$ cat config.mk
export PLATFORM = sky130hd
export DESIGN_NAME = bvsc_top
export DESIGN_NICKNAME = d
export VERILOG_FILES = /design/src/bvsc_vdecode.v /design/src/bvsc_top.v
export VERILOG_INCLUDE_DIRS = /design/src /design/src/src
export SDC_FILE = /design/constraint.sdc
export NUM_CORES = 1
export LEC_CHECK = 0
export BUFFER_PORTS_ARGS = -buffer_cell sky130_fd_sc_hd__buf_4
export CAP_MARGIN = 30
export CORE_ASPECT_RATIO = 0.8
export CORE_MARGIN = 2
export CORE_UTILIZATION = 25
export DETAILED_ROUTE_END_ITERATION = 7
export PLACE_DENSITY = 0.46
export SYNTH_ARGS = -nofsm -noshare
export SYNTH_HDL_FRONTEND = slang
export SYNTH_SLANG_ARGS = --single-unit
export TNS_END_PERCENT = 10
$ cat constraint.sdc
create_clock -name CLOCK -period 6.1 [get_ports CLOCK]
set_clock_uncertainty 0.2 [all_clocks]
set_input_delay 0.305 -clock CLOCK [delete_from_list [all_inputs] [get_ports CLOCK]]
set_output_delay 0.305 -clock CLOCK [all_outputs]
set_load 0.01 [all_outputs]
$ cat src/bvsc_consts.vh
// Purpose: Shared constants for the buck voltage and slot configuration block.
// Assumes: Register indices are word indices; the bus byte address is four times the index.
// Notes:   Voltages are expressed in units of 0.1 mV.
`ifndef BVSC_CONSTS_VH
`define BVSC_CONSTS_VH

`define BVSC_IDX_RUN        16'h4058
`define BVSC_IDX_SLEEP      16'h4059
`define BVSC_IDX_SCALE      16'h405a
`define BVSC_IDX_B2A        16'h405b
`define BVSC_IDX_B2B        16'h405c
`define BVSC_NREGS          5
`define BVSC_SEL_NONE       3'h7

`define BVSC_F_VCODE        6:0
`define BVSC_F_VHI          6:2
`define BVSC_F_VLO          1:0
`define BVSC_F_SLOT         15:13
`define BVSC_F_MODE         9:8
`define BVSC_F_SRC          12:11
`define BVSC_F_FREQ         9:8
`define BVSC_F_CAP          1:0
`define BVSC_F_ERRACT       15:14
`define BVSC_F_HWCSRC       12:11
`define BVSC_B_HWCVSEL      10
`define BVSC_F_HWCMODE      9:8

`define BVSC_MASK_RUN       16'h007f
`define BVSC_MASK_SLEEP     16'he37f
`define BVSC_MASK_SCALE     16'h187f
`define BVSC_MASK_B2A       16'hd3b3
`define BVSC_MASK_B2A_LOAD  16'h0303
`define BVSC_MASK_B2B       16'hdf00

`define BVSC_RST_RUN        16'h0000
`define BVSC_RST_SLEEP      16'h0000
`define BVSC_RST_SCALE      16'h0000
`define BVSC_RST_B2A        16'h8000
`define BVSC_RST_B2B        16'h0300

`define BVSC_V_MIN_CODE     7'h08
`define BVSC_V_MAX_CODE     7'h68
`define BVSC_V_BASE         15'h1770
`define BVSC_V_STEP         15'h007d
`define BVSC_V_TOP          15'h4650

`define BVSC_SLOT_SLP_TS5   3'h0
`define BVSC_SLOT_SLP_TS3   3'h6
`define BVSC_SLOT_SLP_TS1   3'h7
`define BVSC_TS5            3'h5
`define BVSC_TS3            3'h3
`define BVSC_TS1            3'h1
`define BVSC_SLOT_DIS_BASE  3'h6

`define BVSC_SRC_OFF        2'h0
`define BVSC_SRC_ON         2'h1
`define BVSC_SRC_IN1        2'h2
`define BVSC_SRC_IN2        2'h3
`define BVSC_HWC_IN1        2'h1
`define BVSC_HWC_IN2        2'h2
`define BVSC_HWC_ANY        2'h3

`define BVSC_FREQ_2MHZ      2'h1
`define BVSC_FREQ_4MHZ      2'h2
`define BVSC_CAP_OK         2'h2
`define BVSC_ERR_CONV       2'h1
`define BVSC_ERR_SYS        2'h2

`define BVSC_RESP_OKAY      2'h0
`define BVSC_RESP_SLVERR    2'h2
`define BVSC_NSYNC          12

`endif

$ cat src/bvsc_vdecode.v
// Purpose: Maps a 7-bit converter voltage code to an output level in 0.1 mV units.
// Assumes: Purely combinational; the caller registers the result.
// Notes:   Codes at or below the floor clamp low, codes at or above the ceiling clamp high.
`timescale 1ns/1ps
`include "bvsc_consts.vh"

module bvsc_vdecode (
   input  wire [6:0]  code,
   output reg  [14:0] level
);
   wire [6:0]  steps;
   wire [14:0] prod;

   assign steps = code - `BVSC_V_MIN_CODE;
   assign prod  = {8'h00, steps} * `BVSC_V_STEP;

   always @* begin
      if (code <= `BVSC_V_MIN_CODE) begin
         level = `BVSC_V_BASE;
      end else if (code >= `BVSC_V_MAX_CODE) begin
         level = `BVSC_V_TOP;
      end else begin
         level = `BVSC_V_BASE + prod;
      end
   end
endmodule

$ cat src/bvsc_top.v
// Purpose: Configuration registers and decoders for two step-down converters.
// Assumes: AXI4-Lite slave, one clock, pins synchronised by two flip-flops.
// Notes:   Register contents sit in the low 16 bits of each word; upper bits read zero.
`timescale 1ns/1ps
`include "bvsc_consts.vh"

module bvsc_top (
   input  wire        CLOCK,
   input  wire        RST_N,
   input  wire [31:0] S_AXI_AWADDR,
   input  wire        S_AXI_AWVALID,
   output wire        S_AXI_AWREADY,
   input  wire [31:0] S_AXI_WDATA,
   input  wire [3:0]  S_AXI_WSTRB,
   input  wire        S_AXI_WVALID,
   output wire        S_AXI_WREADY,
   output reg  [1:0]  S_AXI_BRESP,
   output reg         S_AXI_BVALID,
   input  wire        S_AXI_BREADY,
   input  wire [31:0] S_AXI_ARADDR,
   input  wire        S_AXI_ARVALID,
   output wire        S_AXI_ARREADY,
   output reg  [31:0] S_AXI_RDATA,
   output reg  [1:0]  S_AXI_RRESP,
   output reg         S_AXI_RVALID,
   input  wire        S_AXI_RREADY,
   input  wire        HW_ENABLE_ASSIGNED,
   input  wire        HW_SCALING_INPUT_1,
   input  wire        HW_SCALING_INPUT_2,
   input  wire        HW_CTRL_INPUT_1,
   input  wire        HW_CTRL_INPUT_2,
   input  wire        BUCK2_FAULT,
   input  wire        CFG_LOADING,
   input  wire [4:0]  OTP_RUN_CODE_HI,
   output reg  [14:0] BUCK1_RUN_VOLTAGE,
   output reg  [14:0] BUCK1_SLEEP_VOLTAGE,
   output reg  [14:0] BUCK1_SCALING_VOLTAGE,
   output reg  [14:0] BUCK1_TARGET_VOLTAGE,
   output reg         BUCK1_SCALING_ACTIVE,
   output reg  [2:0]  BUCK1_SLEEP_TIMESLOT,
   output reg         BUCK1_SLEEP_DISABLES,
   output reg  [3:0]  BUCK1_SLEEP_MODE_OH,
   output reg         BUCK2_FREQ_2MHZ,
   output reg         BUCK2_FREQ_4MHZ,
   output reg         BUCK2_CAP_VALID,
   output reg         BUCK2_HWC_ACTIVE,
   output reg         BUCK2_HWC_USE_SLEEP_CODE,
   output reg  [3:0]  BUCK2_HWC_MODE_OH,
   output reg         BUCK2_FAULT_IRQ,
   output reg         BUCK2_SHUTDOWN,
   output reg         SYSTEM_RESET_REQ
);
   reg  [15:0] cfg_reg [0:`BVSC_NREGS-1];
   reg  [`BVSC_NSYNC-1:0] sync1_reg;
   reg  [`BVSC_NSYNC-1:0] sync2_reg;
   reg         loading_d_reg;
   reg         fault_d_reg;
   reg         aw_got_reg;
   reg         w_got_reg;
   reg  [31:0] aw_addr_reg;
   reg  [15:0] w_data_reg;
   reg  [1:0]  w_strb_reg;
   wire [2:0]  wsel;
   wire [2:0]  rsel;
   wire [15:0] wmerge_mask;
   wire        do_write;
   wire        hw_en_s;
   wire        scale1_s;
   wire        scale2_s;
   wire        hwc1_s;
   wire        hwc2_s;
   wire        fault_s;
   wire        loading_s;
   wire [4:0]  otp_hi_s;
   wire        load_start;
   wire [6:0]  vcode [0:2];
   wire [14:0] vlevel [0:2];
   reg         scaling_next;
   reg         hwc_next;
   reg  [2:0]  slot_next;
   reg         slot_dis_next;
   integer     i;
   genvar      g;

   // Register index of an aligned word address, or none when unmapped.
   function [2:0] reg_sel;
      input [31:0] addr;
      begin
         if (addr[1:0] != 2'h0 || addr[31:18] != 14'h0000) begin
            reg_sel = `BVSC_SEL_NONE;
         end else begin
            case (addr[17:2])
               `BVSC_IDX_RUN:   reg_sel = 3'h0;
               `BVSC_IDX_SLEEP: reg_sel = 3'h1;
               `BVSC_IDX_SCALE: reg_sel = 3'h2;
               `BVSC_IDX_B2A:   reg_sel = 3'h3;
               `BVSC_IDX_B2B:   reg_sel = 3'h4;
               default:         reg_sel = `BVSC_SEL_NONE;
            endcase
         end
      end
   endfunction

   // Writable bits per register; the load-only fields open up during a configuration load.
   function [15:0] wr_mask;
      input [2:0] sel;
      input       loading;
      begin
         case (sel)
            3'h0:    wr_mask = `BVSC_MASK_RUN;
            3'h1:    wr_mask = `BVSC_MASK_SLEEP;
            3'h2:    wr_mask = `BVSC_MASK_SCALE;
            3'h3:    wr_mask = loading ? `BVSC_MASK_B2A : (`BVSC_MASK_B2A & ~`BVSC_MASK_B2A_LOAD);
            3'h4:    wr_mask = `BVSC_MASK_B2B;
            default: wr_mask = 16'h0000;
         endcase
      end
   endfunction

   function [15:0] rst_val;
      input [2:0] sel;
      begin
         case (sel)
            3'h0:    rst_val = `BVSC_RST_RUN;
            3'h1:    rst_val = `BVSC_RST_SLEEP;
            3'h2:    rst_val = `BVSC_RST_SCALE;
            3'h3:    rst_val = `BVSC_RST_B2A;
            3'h4:    rst_val = `BVSC_RST_B2B;
            default: rst_val = 16'h0000;
         endcase
      end
   endfunction

   // One-hot mode: bit 0 forced continuous, bit 1 auto or disabled, bit 2 linear, bit 3 hysteretic.
   function [3:0] mode_oh;
      input [1:0] m;
      begin
         mode_oh = 4'h1 << m;
      end
   endfunction

   // Pins come from other domains, so nothing but the second stage is read.
   always @(posedge CLOCK or negedge RST_N) begin
      if (!RST_N) begin
         sync1_reg <= 12'h000;
         sync2_reg <= 12'h000;
      end else begin
         sync1_reg <= {OTP_RUN_CODE_HI, CFG_LOADING, BUCK2_FAULT, HW_CTRL_INPUT_2, HW_CTRL_INPUT_1,
                       HW_SCALING_INPUT_2, HW_SCALING_INPUT_1, HW_ENABLE_ASSIGNED};
         sync2_reg <= sync1_reg;
      end
   end

   assign hw_en_s   = sync2_reg[0];
   assign scale1_s  = sync2_reg[1];
   assign scale2_s  = sync2_reg[2];
   assign hwc1_s    = sync2_reg[3];
   assign hwc2_s    = sync2_reg[4];
   assign fault_s   = sync2_reg[5];
   assign loading_s = sync2_reg[6];
   assign otp_hi_s  = sync2_reg[11:7];
   assign load_start = loading_s & ~loading_d_reg;

   // Write channel: address and data are taken in either order, one write at a time.
   assign S_AXI_AWREADY = ~aw_got_reg & ~S_AXI_BVALID;
   assign S_AXI_WREADY  = ~w_got_reg & ~S_AXI_BVALID;
   assign do_write      = aw_got_reg & w_got_reg & ~S_AXI_BVALID;
   assign wsel          = reg_sel(aw_addr_reg);
   assign wmerge_mask   = wr_mask(wsel, loading_s) & {{8{w_strb_reg[1]}}, {8{w_strb_reg[0]}}};
   assign S_AXI_ARREADY = ~S_AXI_RVALID;
   assign rsel          = reg_sel(S_AXI_ARADDR);

   always @(posedge CLOCK or negedge RST_N) begin
      if (!RST_N) begin
         aw_got_reg   <= 1'b0;
         w_got_reg    <= 1'b0;
         aw_addr_reg  <= 32'h00000000;
         w_data_reg   <= 16'h0000;
         w_strb_reg   <= 2'h0;
         S_AXI_BVALID <= 1'b0;
         S_AXI_BRESP  <= `BVSC_RESP_OKAY;
      end else begin
         if (S_AXI_AWVALID && S_AXI_AWREADY) begin
            aw_got_reg  <= 1'b1;
            aw_addr_reg <= S_AXI_AWADDR;
         end
         if (S_AXI_WVALID && S_AXI_WREADY) begin
            w_got_reg  <= 1'b1;
            w_data_reg <= S_AXI_WDATA[15:0];
            w_strb_reg <= S_AXI_WSTRB[1:0];
         end
         if (do_write) begin
            aw_got_reg   <= 1'b0;
            w_got_reg    <= 1'b0;
            S_AXI_BVALID <= 1'b1;
            S_AXI_BRESP  <= (wsel == `BVSC_SEL_NONE) ? `BVSC_RESP_SLVERR : `BVSC_RESP_OKAY;
         end else if (S_AXI_BVALID && S_AXI_BREADY) begin
            S_AXI_BVALID <= 1'b0;
         end
      end
   end

   // A load start in the same cycle as a bus write to the run register overrides the whole code: upper bits from OTP, low bits cleared.
   always @(posedge CLOCK or negedge RST_N) begin
      if (!RST_N) begin
         for (i = 0; i < `BVSC_NREGS; i = i + 1) begin
            cfg_reg[i] <= rst_val(i[2:0]);
         end
         loading_d_reg <= 1'b0;
      end else begin
         loading_d_reg <= loading_s;
         if (do_write && wsel != `BVSC_SEL_NONE) begin
            cfg_reg[wsel] <= (cfg_reg[wsel] & ~wmerge_mask) | (w_data_reg & wmerge_mask);
         end
         if (load_start) begin
            cfg_reg[0][`BVSC_F_VHI] <= otp_hi_s;
            cfg_reg[0][`BVSC_F_VLO] <= 2'h0;
         end
      end
   end

   always @(posedge CLOCK or negedge RST_N) begin
      if (!RST_N) begin
         S_AXI_RVALID <= 1'b0;
         S_AXI_RDATA  <= 32'h00000000;
         S_AXI_RRESP  <= `BVSC_RESP_OKAY;
      end else if (S_AXI_ARVALID && S_AXI_ARREADY) begin
         S_AXI_RVALID <= 1'b1;
         if (rsel == `BVSC_SEL_NONE) begin
            S_AXI_RDATA <= 32'h00000000;
            S_AXI_RRESP <= `BVSC_RESP_SLVERR;
         end else begin
            S_AXI_RDATA <= {16'h0000, cfg_reg[rsel]};
            S_AXI_RRESP <= `BVSC_RESP_OKAY;
         end
      end else if (S_AXI_RVALID && S_AXI_RREADY) begin
         S_AXI_RVALID <= 1'b0;
      end
   end

   // The run, sleep and scaling codes share one decoder shape.
   assign vcode[0] = cfg_reg[0][`BVSC_F_VCODE];
   assign vcode[1] = cfg_reg[1][`BVSC_F_VCODE];
   assign vcode[2] = cfg_reg[2][`BVSC_F_VCODE];

   generate
      for (g = 0; g < 3; g = g + 1) begin : g_vdec
         bvsc_vdecode u_vdec (
            .code  (vcode[g]),
            .level (vlevel[g])
         );
      end
   endgenerate

   always @* begin
      case (cfg_reg[2][`BVSC_F_SRC])
         `BVSC_SRC_OFF: scaling_next = 1'b0;
         `BVSC_SRC_ON:  scaling_next = 1'b1;
         `BVSC_SRC_IN1: scaling_next = scale1_s;
         `BVSC_SRC_IN2: scaling_next = scale2_s;
         default:       scaling_next = 1'b0;
      endcase
      case (cfg_reg[4][`BVSC_F_HWCSRC])
         `BVSC_HWC_IN1: hwc_next = hwc1_s;
         `BVSC_HWC_IN2: hwc_next = hwc2_s;
         `BVSC_HWC_ANY: hwc_next = hwc1_s | hwc2_s;
         default:       hwc_next = 1'b0;
      endcase
      slot_dis_next = 1'b0;
      case (cfg_reg[1][`BVSC_F_SLOT])
         `BVSC_SLOT_SLP_TS5: slot_next = `BVSC_TS5;
         `BVSC_SLOT_SLP_TS3: slot_next = `BVSC_TS3;
         `BVSC_SLOT_SLP_TS1: slot_next = `BVSC_TS1;
         default: begin
            slot_next     = `BVSC_SLOT_DIS_BASE - cfg_reg[1][`BVSC_F_SLOT];
            slot_dis_next = ~hw_en_s;
         end
      endcase
   end

   always @(posedge CLOCK or negedge RST_N) begin
      if (!RST_N) begin
         BUCK1_RUN_VOLTAGE        <= `BVSC_V_BASE;
         BUCK1_SLEEP_VOLTAGE      <= `BVSC_V_BASE;
         BUCK1_SCALING_VOLTAGE    <= `BVSC_V_BASE;
         BUCK1_TARGET_VOLTAGE     <= `BVSC_V_BASE;
         BUCK1_SCALING_ACTIVE     <= 1'b0;
         BUCK1_SLEEP_TIMESLOT     <= `BVSC_TS5;
         BUCK1_SLEEP_DISABLES     <= 1'b0;
         BUCK1_SLEEP_MODE_OH      <= 4'h1;
         BUCK2_FREQ_2MHZ          <= 1'b0;
         BUCK2_FREQ_4MHZ          <= 1'b0;
         BUCK2_CAP_VALID          <= 1'b0;
         BUCK2_HWC_ACTIVE         <= 1'b0;
         BUCK2_HWC_USE_SLEEP_CODE <= 1'b0;
         BUCK2_HWC_MODE_OH        <= 4'h0;
      end else begin
         BUCK1_RUN_VOLTAGE        <= vlevel[0];
         BUCK1_SLEEP_VOLTAGE      <= vlevel[1];
         BUCK1_SCALING_VOLTAGE    <= vlevel[2];
         BUCK1_TARGET_VOLTAGE     <= scaling_next ? vlevel[2] : vlevel[0];
         BUCK1_SCALING_ACTIVE     <= scaling_next;
         BUCK1_SLEEP_TIMESLOT     <= slot_next;
         BUCK1_SLEEP_DISABLES     <= slot_dis_next;
         BUCK1_SLEEP_MODE_OH      <= mode_oh(cfg_reg[1][`BVSC_F_MODE]);
         BUCK2_FREQ_2MHZ          <= cfg_reg[3][`BVSC_F_FREQ] == `BVSC_FREQ_2MHZ;
         BUCK2_FREQ_4MHZ          <= cfg_reg[3][`BVSC_F_FREQ] == `BVSC_FREQ_4MHZ;
         BUCK2_CAP_VALID          <= cfg_reg[3][`BVSC_F_CAP] == `BVSC_CAP_OK;
         BUCK2_HWC_ACTIVE         <= hwc_next;
         BUCK2_HWC_USE_SLEEP_CODE <= hwc_next & cfg_reg[4][`BVSC_B_HWCVSEL];
         BUCK2_HWC_MODE_OH        <= hwc_next ? mode_oh(cfg_reg[4][`BVSC_F_HWCMODE]) : 4'h0;
      end
   end

   // A fault is acted on at its rising edge only, so a stuck fault cannot retrigger resets.
   always @(posedge CLOCK or negedge RST_N) begin
      if (!RST_N) begin
         fault_d_reg      <= 1'b0;
         BUCK2_FAULT_IRQ  <= 1'b0;
         BUCK2_SHUTDOWN   <= 1'b0;
         SYSTEM_RESET_REQ <= 1'b0;
      end else begin
         fault_d_reg      <= fault_s;
         BUCK2_FAULT_IRQ  <= fault_s & ~fault_d_reg;
         BUCK2_SHUTDOWN   <= fault_s & ~fault_d_reg & (cfg_reg[4][`BVSC_F_ERRACT] == `BVSC_ERR_CONV);
         SYSTEM_RESET_REQ <= fault_s & ~fault_d_reg & (cfg_reg[4][`BVSC_F_ERRACT] == `BVSC_ERR_SYS);
      end
   end
endmodule

### Yosys cells after proc, flatten, opt, wreduce, memory -nomap -nowiden

Cells that the tools add are included.

* bits in registers: 277
* output and inout bits: 122

* $add $sub $neg: 7
* multiply operators: 3
* order comparisons: 9
* equal/unequal tests: 30
* shift operators: 2
* muxes and demuxes: 40
* bitwise operators: 24
* reduce and logical (&&, ||, !) cells: 22

Operators with widths (number)
* 16-bit by 15-bit equality test with 1-bit output (second input constant): 10
* 15-bit two-way mux: 7
* 16-bit binary-select mux with 3-bit select: 2
* 16-bit two-way mux: 6
* 80-bit bitwise mux: 1
* 16-bit case mux with 5 select lines: 1
* 71-bit two-way mux: 1
* 16-bit AND: 3
* 16-bit demux with 3-bit select: 1
* 13-bit by 14-bit adder with 15-bit output (first input constant): 3
* 7-bit by 7-bit multiplier with 14-bit output (second input constant): 3
* 3-bit case mux with 5 select lines: 2
* 14-bit nonzero test: 2
* 7-bit >= comparator (second input constant): 3
* 7-bit by 4-bit <= comparator with 1-bit output (second input constant): 3
* 7-bit by 4-bit subtractor with 7-bit output (second input constant): 3
* 16-bit NOT: 1
* 16-bit bitwise OR: 1
* 3-bit equality test (second input constant): 5
* 2-bit equality test (second input constant): 7
* 2-bit nonzero test: 7
* 10-bit two-way mux: 1
* 1-bit AND: 9
* 1-bit two-way mux: 9
* other kinds (23): 46

### Depth between registers and ports, before layout

Gate-level depths: netlist (run 1).

* word-level depth: 12
* gate-level depth with buffers: 18
* mapped depth without buffers: 17

### Modules after synthesis

Synthesis (run 1) repeated with hierarchy kept, for this count alone.

* cell total of the unflattened synthesis: 1383
* area total of the unflattened synthesis: 14888.0 um^2

Modules (own cells, without submodules)
* bvsc_top: instances 1, cells an instance 866, area an instance 10401.2 um^2, seq. area each 6523.8 um^2
* bvsc_vdecode at g_vdec[1].u_vdec ...: instances 2, cells an instance 173, area an instance 1506.4 um^2, seq. area each 0.0 um^2
* bvsc_vdecode at g_vdec[0].u_vdec: instances 1, cells an instance 171, area an instance 1473.9 um^2, seq. area each 0.0 um^2

### Worst setup path before layout (run 1)

No wires, ideal clock.

* kind: register to register
* start: register cfg_reg[67] (netlist name)
* end: register BUCK1_TARGET_VOLTAGE[13]
* setup time: 0.101 ns
* data arrival time: 4.921 ns
* data required time: 5.799 ns
* path slack: 0.878 ns
* stages on the path, launching flop included: 17
* cell sequence: dfrtp_1 -> clkbuf_1 -> inv_1 -> ha_1 -> xor2_1 -> ha_1 -> fa_1 -> inv_1 -> fa_1 -> fa_1 -> inv_1 -> ha_1 -> o21a_1 -> a2111oi_0 -> o31ai_1 -> xnor2_1 -> o32ai_1

* word-level cells in the longest chain between the ends: 6
* elaborated cells on any way between the ends: 8

Ends and longest elaborated chain
* start: declaration: RTL line bvsc_top.v:53 `` reg [15:0] cfg_reg [0:`BVSC_NREGS-1]; ``
* start signal: indexed assignment: RTL line bvsc_top.v:207 `cfg_reg[i] <= rst_val(i[2:0]);`
* start signal: indexed assignment: RTL line bvsc_top.v:213 `cfg_reg[wsel] <= (cfg_reg[wsel] & ~wmerge_mask) | (w_data_reg & wmerge_mask);`
* start signal: indexed assignment: RTL line bvsc_top.v:216 `` cfg_reg[0][`BVSC_F_VHI] <= otp_hi_s; ``
* 7-bit by 4-bit subtractor with 7-bit output (no source line)
* 7-bit by 7-bit multiplier with 14-bit output (no source line)
* 13-bit by 14-bit adder with 15-bit output (no source line)
* 15-bit two-way mux: RTL line bvsc_vdecode.v:20 `` end else if (code >= `BVSC_V_MAX_CODE) begin ``
* 15-bit two-way mux (*): RTL line bvsc_vdecode.v:18 `` if (code <= `BVSC_V_MIN_CODE) begin ``
* 15-bit two-way mux (*): RTL line bvsc_top.v:301 `BUCK1_TARGET_VOLTAGE <= scaling_next ? vlevel[2] : vlevel[0];`
* end signal: assignment: RTL line bvsc_top.v:286 `` BUCK1_TARGET_VOLTAGE <= `BVSC_V_BASE; ``
* end signal: assignment: RTL line bvsc_top.v:301
* end: declaration: RTL line bvsc_top.v:38 `output reg [14:0] BUCK1_TARGET_VOLTAGE,`

Every way passes the cells marked *; elsewhere a longest branch is shown, timed or not.
A chain may end at the register's enable or synchronous reset.

### Final worst setup path (run 1)

* start: register cfg_reg[52] (netlist name)
* end: register BUCK1_SLEEP_VOLTAGE[13]

* word-level cells in the longest chain between the ends: 5
* elaborated cells on any way between the ends: 7

Ends and longest elaborated chain
* 7-bit by 4-bit subtractor with 7-bit output (no source line)
* 7-bit by 7-bit multiplier with 14-bit output (no source line)
* 13-bit by 14-bit adder with 15-bit output (no source line)
* 15-bit two-way mux: RTL line bvsc_vdecode.v:20
* 15-bit two-way mux (*): RTL line bvsc_vdecode.v:18
* via g_vdec[1].u_vdec.level[13]: RTL line bvsc_vdecode.v:9 `output reg [14:0] level`
* end signal: assignment: RTL line bvsc_top.v:284 `` BUCK1_SLEEP_VOLTAGE <= `BVSC_V_BASE; ``
* end signal: assignment: RTL line bvsc_top.v:299 `BUCK1_SLEEP_VOLTAGE <= vlevel[1];`
* end: declaration: RTL line bvsc_top.v:36 `output reg [14:0] BUCK1_SLEEP_VOLTAGE,`

Mark *: on every way through the listed nets, which the timed path passes. The rest lies on a longest branch.

==> results.md, run 1 <==
- The largest individual stage delay along the critical path comes from the cell a2111oi_0.
- The detailed placement HPWL is 33000 µm.
- The number of antenna violations at the first check in global routing is 2.
- In this run the critical register-to-register path is captured at BUCK1_SLEEP_VOLTAGE[13].
- At the worst endpoint, the required time is 6.36 ns.
- The signal on the critical path passes through inv_1 -> ha_1 -> xor2_1 -> ha_1 -> fa_1 -> inv_1 -> fa_1 -> fa_1 -> inv_1 -> ha_1 -> o21a_1 -> a2111oi_0 -> o31ai_1 -> xnor2_1 -> nor2_1.
- The cell chosen for the clock root is clkbuf_16.
- The clock latency reported for the late side of the worst-skew pair is 0.60 ns.
- The die covers 61300 µm².
- Counting flops with an async set or reset pin after synthesis yields a share of 100%.
- The clock net in this run drives a total of 259 sinks.
- The number of buffers added to fix hold violations after cts is 69.
- In the routed layout, each cell is associated on average with a via count of 4.62.
- The clock tree from TritonCTS is yes.
- The post-detailed-route count of antenna-violating nets is 0.
- Max-cap violations in this run came to 0.
- In this run the vertical extent of the chip is 222 µm.
- The count of vias placed by the detailed router is 11060.
- In this run the deepest clock path goes through 3 buffers.
- Setup violations remaining at the end of the flow were counted as 0.
- The worst setup path endpoint is BUCK1_SLEEP_VOLTAGE[13].
- The final clock period utilization by the worst path is 88.0%.
- The area of the core region is 58400 µm².
- The relative max-transition margin is 36.9%.
- The critical path runs through a total of 15 cells.
- The post-synthesis sequential element count is 259.
- The maximum number of pins on one net before global-route repair is 144.
- The data arrival time at the worst-slack endpoint is 5.63 ns.
- The buffers plus inverters on the worst setup path is 3.
- The final hold violation count is 0.
- The static power due to leakage is 8.42 nW.
- In this run the number of H-tree levels came out at 1.
- Timing would allow up to 186 MHz.
- The number of instances in the synthesized netlist is 1354.
- Once placement finished, the instance area stood at 17100 µm².
- The floorplan has 79 rows.
- In the routed design, unresolved DRC markers number 0.
- The kind of launch point of the worst setup path is a flop.
- The die outline width is 276 µm.
- In the post-route analysis, the smallest setup slack over all paths is 0.729 ns.
- The final weighted congestion in routability-driven placement is 0.836.
- The worst setup path is of the reg -> reg kind.
- The iteration count of the initial detailed-routing pass is 5.
- The number of cells on the worst reg-to-reg path is 15.
- Dividing the detail-routed wire length by the instance count gives 18.4 µm.
- The flow ran to the end, and the final reports show no timing, DRC or antenna violations.
- The proportion of layout cells with a drive suffix above 1 is 25.2%.
- The worst setup path is captured at a flop.
- The startpoint identified for the worst register-to-register timing path is cfg_reg[52].
- The largest driver fanout on the critical path is 7.
- The global-route wire length before repair is 68600 µm.
- Tracing the worst setup path back leads to its startpoint at cfg_reg[52].
- The worst-case vdd ir drop is 230 µV.
- Post-CTS timing repair inserted 0 buffers for setup.
- Across every metal layer, demand over resource in global routing totals 14.3%.
- The pin slew with the least headroom to its limit is 0.944 ns.
- Global routing finished with a remaining overflow of 0.
- The worst path in the final design needs a cycle of 5.37 ns, including I/O delays and setup.
- In the layout the commonest cells are 225 x dfrtp_1, 223 x buf_4, 126 x ha_1, 112 x inv_1, 69 x dlygate4sd3_1.
- On the worst path, the slowest cell contributes a delay of 0.68 ns.
- Clock-pin slew was measured on the worst setup and hold paths at 0.06 ns.
- Hold is met by 0.128 ns.
- The total number of yosys warnings is 0.
- A synthesized cell averages 10.9 µm².
- The initial utilization of the core area, before any placement, comes to 25.4%.
- Overall power consumption after layout is estimated at 6.58 mW.
- Sequential elements use 44.0% of the synthesized area.
- The via count of the first global-routing pass is 11365.
- Counting flops with a built-in enable in the synthesized netlist gives 0.
- After routing, the total negative slack on setup checks comes to 0 ns.
- The post-placement setup slack is 0.758 ns.
- The number of flip-flops in the largest register is 80.
- The cell area after synthesis is 14800 µm².
- The internal reg-to-reg setup slack is 0.73 ns.
- The power density over the cells is 349 nW/µm².
- The number of gates resized after CTS was 0.
- The number of slew-limit violations in the final report is 0.
- Setup repair after global routing left no endpoint under its margin.
- The final standard cell area without fillers is 18900 µm².
- The min-delay analysis places its worst path in the category in -> async.
- The total wire length is 44200 µm.
- The count of buffers from port buffering is 204.
- The final layout net count is 1889.
- For this run, the leading register cell type out of synthesis is dfrtp_1.
- From synthesis to final layout, the design area changed by 27.3%.
- The most common cell after layout, fill and taps aside is dfrtp_1.
- TritonCTS created 31 clock buffers.
- Among cell families on the critical path, the largest total delay comes from adder cells.
- After the first detailed-routing iteration, the DRC count stood at 722.
- Counting distinct cell types in the post-synthesis netlist gives 82.
- The number of primary I/O pins is 241.
## worst min-delay path by stage
stage,start,depth (start not counted),to
after floorplan,RST_N,0,BUCK1_RUN_VOLTAGE[0]
after global placement,sync1_reg[0],0,sync2_reg[0]
after detailed placement,sync1_reg[6],0,sync2_reg[6]
after CTS,S_AXI_ARADDR[17],5,S_AXI_RRESP[1]
after global routing,OTP_RUN_CODE_HI[1],2,sync1_reg[8]
final,RST_N,2,aw_addr_reg[17]
## power breakdown
| part | internal [mW] | switching [mW] |
|---|---|---|
| logic | 1.13 | 1.20 |
| clock network | 1.13 | 0.801 |
| registers | 2.06 | 0.256 |
## worst register-to-register path: cells and delay by family (launching register included)
family | cells | cell delay, ns
simple gates | 1 | 0.06
buf+inv | 3 | 0.24
fa+ha+maj | 6 | 2.53
compound gates | 3 | 1.09
xor+xnor | 2 | 0.69
flops | 1 | 0.45
## cells in the mapped netlist, types with 5 or more instances
library cell  instances  area, µm²
dfrtp_1             225       5630
ha_1                126       1580
inv_1               112        420
nand2_1              68        255
clkbuf_1             65        244
mux2_2               60        676
nor2_1               58        218
a21oi_1              49        245
fa_1                 44        881
o21ai_0              38        190
dfstp_2              34        893
o21ai_1              34        170
xnor2_1              33        289
nand3_1              26        130
a22oi_1              22        165
buf_4                20        150
a22o_1               19        166
and3_1               18        113
nor4_1               18        113
xor2_1               18        158
nor2b_1              17        106
a221oi_1             16        140
nor3_1               15       75.1
a21o_1               13       97.6
nand4_1              13       81.3
buf_2                12       60.1
o21a_1               11       82.6
a31oi_1              10       62.6
and2_1               10       62.6
nand2b_1              9       56.3
o211ai_1              7       52.6
or2_2                 7       43.8
a32oi_1               6       52.6
and4_1                6       52.6
o22ai_1               6       37.5
o31ai_1               6       45.0
or3_1                 6       37.5
and3b_1               5       43.8
nor4_2                5       62.6
## metrics by stage
| step | utilization, % | std cells |
|---|---|---|
| after floorplan | - | 1371 |
| after global placement | 29.3 | 2267 |
| after detailed placement | 29.3 | 2267 |
| after CTS | 32.3 | 2394 |
| after global routing | 32.3 | 2394 |
| final | 32.3 | 2395 |
## layer usage
layer  GRT usage, %  part of all wire, %  vias to the layer above
li1               -                    -                     5251
met1           21.2                   48                     5453
met2           21.3                   43                      297
met3           2.89                  6.4                       55
met4           3.42                  2.2                        4
met5              0                0.050                        -
## area by class of cell
class                           count  area (µm²)
Sequential cell                   259        6520
Inverter                          112         420
Antenna cell                        1        2.50
Tap cell                          769         962
Timing Repair Buffer              294        2400
Clock inverter                     17         198
Multi-Input combinational cell    902        7500
Clock buffer                       41         863
Fill cell                        5989       39600
## cell families (layout without fill, tap and decap cells)
family	after synthesis	count (layout)	share of synthesized area [%]
muxes	65	65	4.99
xor gates and xnor gates	52	52	3.12
DFF	259	259	44.0
AOI/OAI and AO/OA	284	284	13.1
other	1	19	0.0253
and+or+nand+nor	313	313	12.2
adders and majority gates	170	170	16.6
buffers and inverters	210	464	5.98
Power figures use the tool's default switching activity.
==> inputs of run 2 (changes only) <==
--- a/config.mk
+++ b/config.mk
@@ -12,6 +12,7 @@
 export CORE_MARGIN = 2
 export CORE_UTILIZATION = 25
 export DETAILED_ROUTE_END_ITERATION = 7
+export GPL_TIMING_DRIVEN = 0
 export PLACE_DENSITY = 0.46
 export SYNTH_ARGS = -nofsm -noshare
 export SYNTH_HDL_FRONTEND = slang
==> run 2 against run 1 <==
Worst hold slack worse by 0.083 ns. Routed wire length up 3.1%. Clock power about the same. Non-clock buffer count up 80. Worst setup slack worse by 0.38 ns. Sequential cell count unchanged. Critical path depth unchanged. Combinational power up 5%. Total power up 1.1%. Clock-buffer cell count up 5. Register-to-register slack worse by 0.38 ns. First-iteration DRC count up 14%.
==> results.md, run 2 (synthesis gave the netlist of run 1 again) <==
- The number of placed instances, taps included is 2349.
- The remaining routing DRC violations is 0.
- The post-detailed-route count of antenna-violating nets is 0.
- The total wire length is 45600 µm.
- The internal reg-to-reg setup slack is 0.35 ns.
- Cells fill 33.0% of the core in the end.
- The required time at the endpoint of the critical path is 6.34 ns.
- The global route total overflow is 0.
- Clock tree synthesis inserted a total of 31 buffers.
- The final count of negative-setup-slack endpoints is 0.
- The final weighted congestion in routability-driven placement is 0.850.
- Summed over all failing endpoints, the final setup total negative slack is 0 ns.
- Registers are responsible for 33.9% of the overall power.
- The design draws 6.65 mW.
- The total global routing track utilization is 14.7%.
- The startpoint identified for the worst register-to-register timing path is cfg_reg[67].
- For this block, the initial DRC count from the detailed router was 826.
- Setup repair after global routing left no endpoint under its margin.
- The type of element capturing the critical path is a flop.
- The worst min-delay path category is in -> async.
- The number of H-tree levels is 1.
- The number of fillers in the final layout is 5963.
- Once the floorplan was initialized, standard cells occupied 25.4% of the core.
- The final route contains 11370 vias.
- The clock share of power is 29.5%.
- The core region is 58400 µm².
- Hold is met by 0.0443 ns.
- The fmax is 174 MHz.
- The kind of launch point of the worst setup path is a flop.
- The wire length per cell is 18.4 µm.
- Counting I/O delays and the setup requirement, the final critical path takes 5.75 ns.
- The global-route wire length before repair is 70400 µm.
- The number of slew-limit violations in the final report came to 0.
- In this run the core area contains 79 standard-cell rows.
- The library cell used most frequently in the layout, excluding fill and tap cells, is dfrtp_1.
- The proportion of layout cells with a drive suffix above 1 is 25.1%.
- The net switching power is 2.26 mW.
- The final layout contains 1969 nets.
- The relative max-transition margin is 31.5%.
- The clock tree from TritonCTS is yes.
- The data arrival time at the worst-slack endpoint is 5.98 ns.
- The die area is 61300 µm².
- The fraction of power consumed by combinational cells is 36.6%.
- The cell chosen for the clock root is clkbuf_16.
- The largest driver fanout on the critical path is 9.
- The final hold violation count is 0.
- For this run, the detailed router's first-pass iteration total came to 8.
- In this run the static leakage power is 8.61 nW.
- The final non-filler cell total is 2474.
- The power density over the cells is 345 nW/µm².
- The number of flip-flops in the largest register is 80.
- The number of antenna violations at the first check in global routing is 5.
- The clock transition time at the flip-flop clock pins of the worst setup and hold paths is 0.07 ns.
- The critical path class is reg -> reg.
- The die outline width is 276 µm.
- Net switching is 34.0% of the power.
- The endpoint of the most critical register-to-register path is BUCK1_TARGET_VOLTAGE[13].
- In the layout the commonest cells are 225 x dfrtp_1, 223 x buf_4, 126 x ha_1, 112 x inv_1, 69 x dlygate4sd3_1.
- The count of buffers from port buffering is 204.
- The pin slew with the least headroom to its limit is 1.02 ns.
- The via count of the first global-routing pass is 11554.
- At the later pin of the worst-skew pair, clock insertion delay measures 0.59 ns.
- Max-cap violations in this run came to 0.
- In the finished design, the share of the clock period the worst path needs comes to 94.2%.
- The maximum count of clock buffers along a single path is 3.
- Dividing the detail-routed via count by the number of cells gives 4.60.
- Clock tree synthesis found a total of 259 sinks.
- The detailed placement HPWL is 34900 µm.
- The worst-case reg-to-reg path depth is 15.
- IR analysis of the VDD net gives a maximum drop of 236 µV.
- The internal power of the cells is 4.39 mW.
- The run finished with clean final reports.
- From synthesis to final layout, the design area changed by 29.9%.
- The number of primary I/O pins is 241.
- Entering global routing, the biggest net connects 105 pins.
- The die is 222 µm tall.
run 2: cell types whose count changed in the layout (fill, tap and decap cells not counted), sizes merged:
cell,before,now
inv,116,114
clkbuf,41,109
clkinv,6,4
clkinvlp,4,2
buf,225,242
run 2: power by group through the flow:
stage	clock network [mW]	logic, mW	registers, mW
global placement	0	2.38	2.28
detailed placement	0	2.40	2.28
floorplan	0	1.68	2.26
global route	2.11	2.72	2.29
CTS	2.03	2.46	2.26
finish	1.96	2.44	2.25
run 2: worst max path at each step:
| stage | from | end | slack, ns | depth (start not counted) |
|---|---|---|---|---|
| 3_3_place_gp | cfg_reg[67] | BUCK1_TARGET_VOLTAGE[13] | -0.15 | 16 |
| 6_report | cfg_reg[67] | BUCK1_TARGET_VOLTAGE[13] | 0.35 | 15 |
| 2_1_floorplan | cfg_reg[67] | BUCK1_TARGET_VOLTAGE[13] | 0.88 | 16 |
| 3_5_place_dp | cfg_reg[67] | BUCK1_TARGET_VOLTAGE[13] | -0.33 | 16 |
| 4_1_cts | cfg_reg[67] | BUCK1_TARGET_VOLTAGE[13] | 0.16 | 15 |
| 5_1_grt | cfg_reg[67] | BUCK1_TARGET_VOLTAGE[13] | 0.11 | 15 |
run 2: cell type report:
class | instances | area [µm²] | share of cell area [%]
Antenna cell | 1 | 2.50 | 0.0130
Buffer | 96 | 458 | 2.38
Clock buffer | 46 | 932 | 4.84
Clock inverter | 11 | 146 | 0.760
Inverter | 112 | 420 | 2.18
Multi-Input combinational cell | 902 | 7510 | 39.0
Sequential cell | 259 | 6520 | 33.9
Tap cell | 769 | 962 | 5.00
Timing Repair Buffer | 278 | 2310 | 12.0
run 2: layer usage:
metal  up-vias  track usage, %  share of wire (%)
met5         -               0              0.092
met4         6            2.68                1.6
met3        49            2.66                5.4
met2       298            22.7                 44
met1      5613            21.6                 49
li1       5404               -                  -
run 2: repair_timing:
item | CTS | global route
endpoints found under the setup margin | 4 | 6
setup buffers | 0 | 0
hold buffers | 69 | 0
resized for setup | 2 | 4
pin swaps | 0 | 0
hold endpoints to repair | 154 | 0
run 2: critical path, cell delays in order, from the launching register on:
cell	delay (ns)
dfrtp_1	0.62
inv_1	0.26
ha_1	0.31
xor2_2	0.35
ha_1	0.36
fa_1	0.56
inv_1	0.06
fa_1	0.51
fa_1	0.55
inv_1	0.04
ha_1	0.35
o21a_1	0.22
a2111oi_2	0.48
o31ai_1	0.16
xnor2_1	0.39
o32ai_1	0.16
run 2: stage by stage:
step | instance area, µm² | worst slack (ns)
finish | 19300 | 0.354
floorplan | 14900 | 0.878
global route | 19300 | 0.110
detailed placement | 17500 | -0.326
CTS | 19200 | 0.159
global placement | 17400 | -0.154
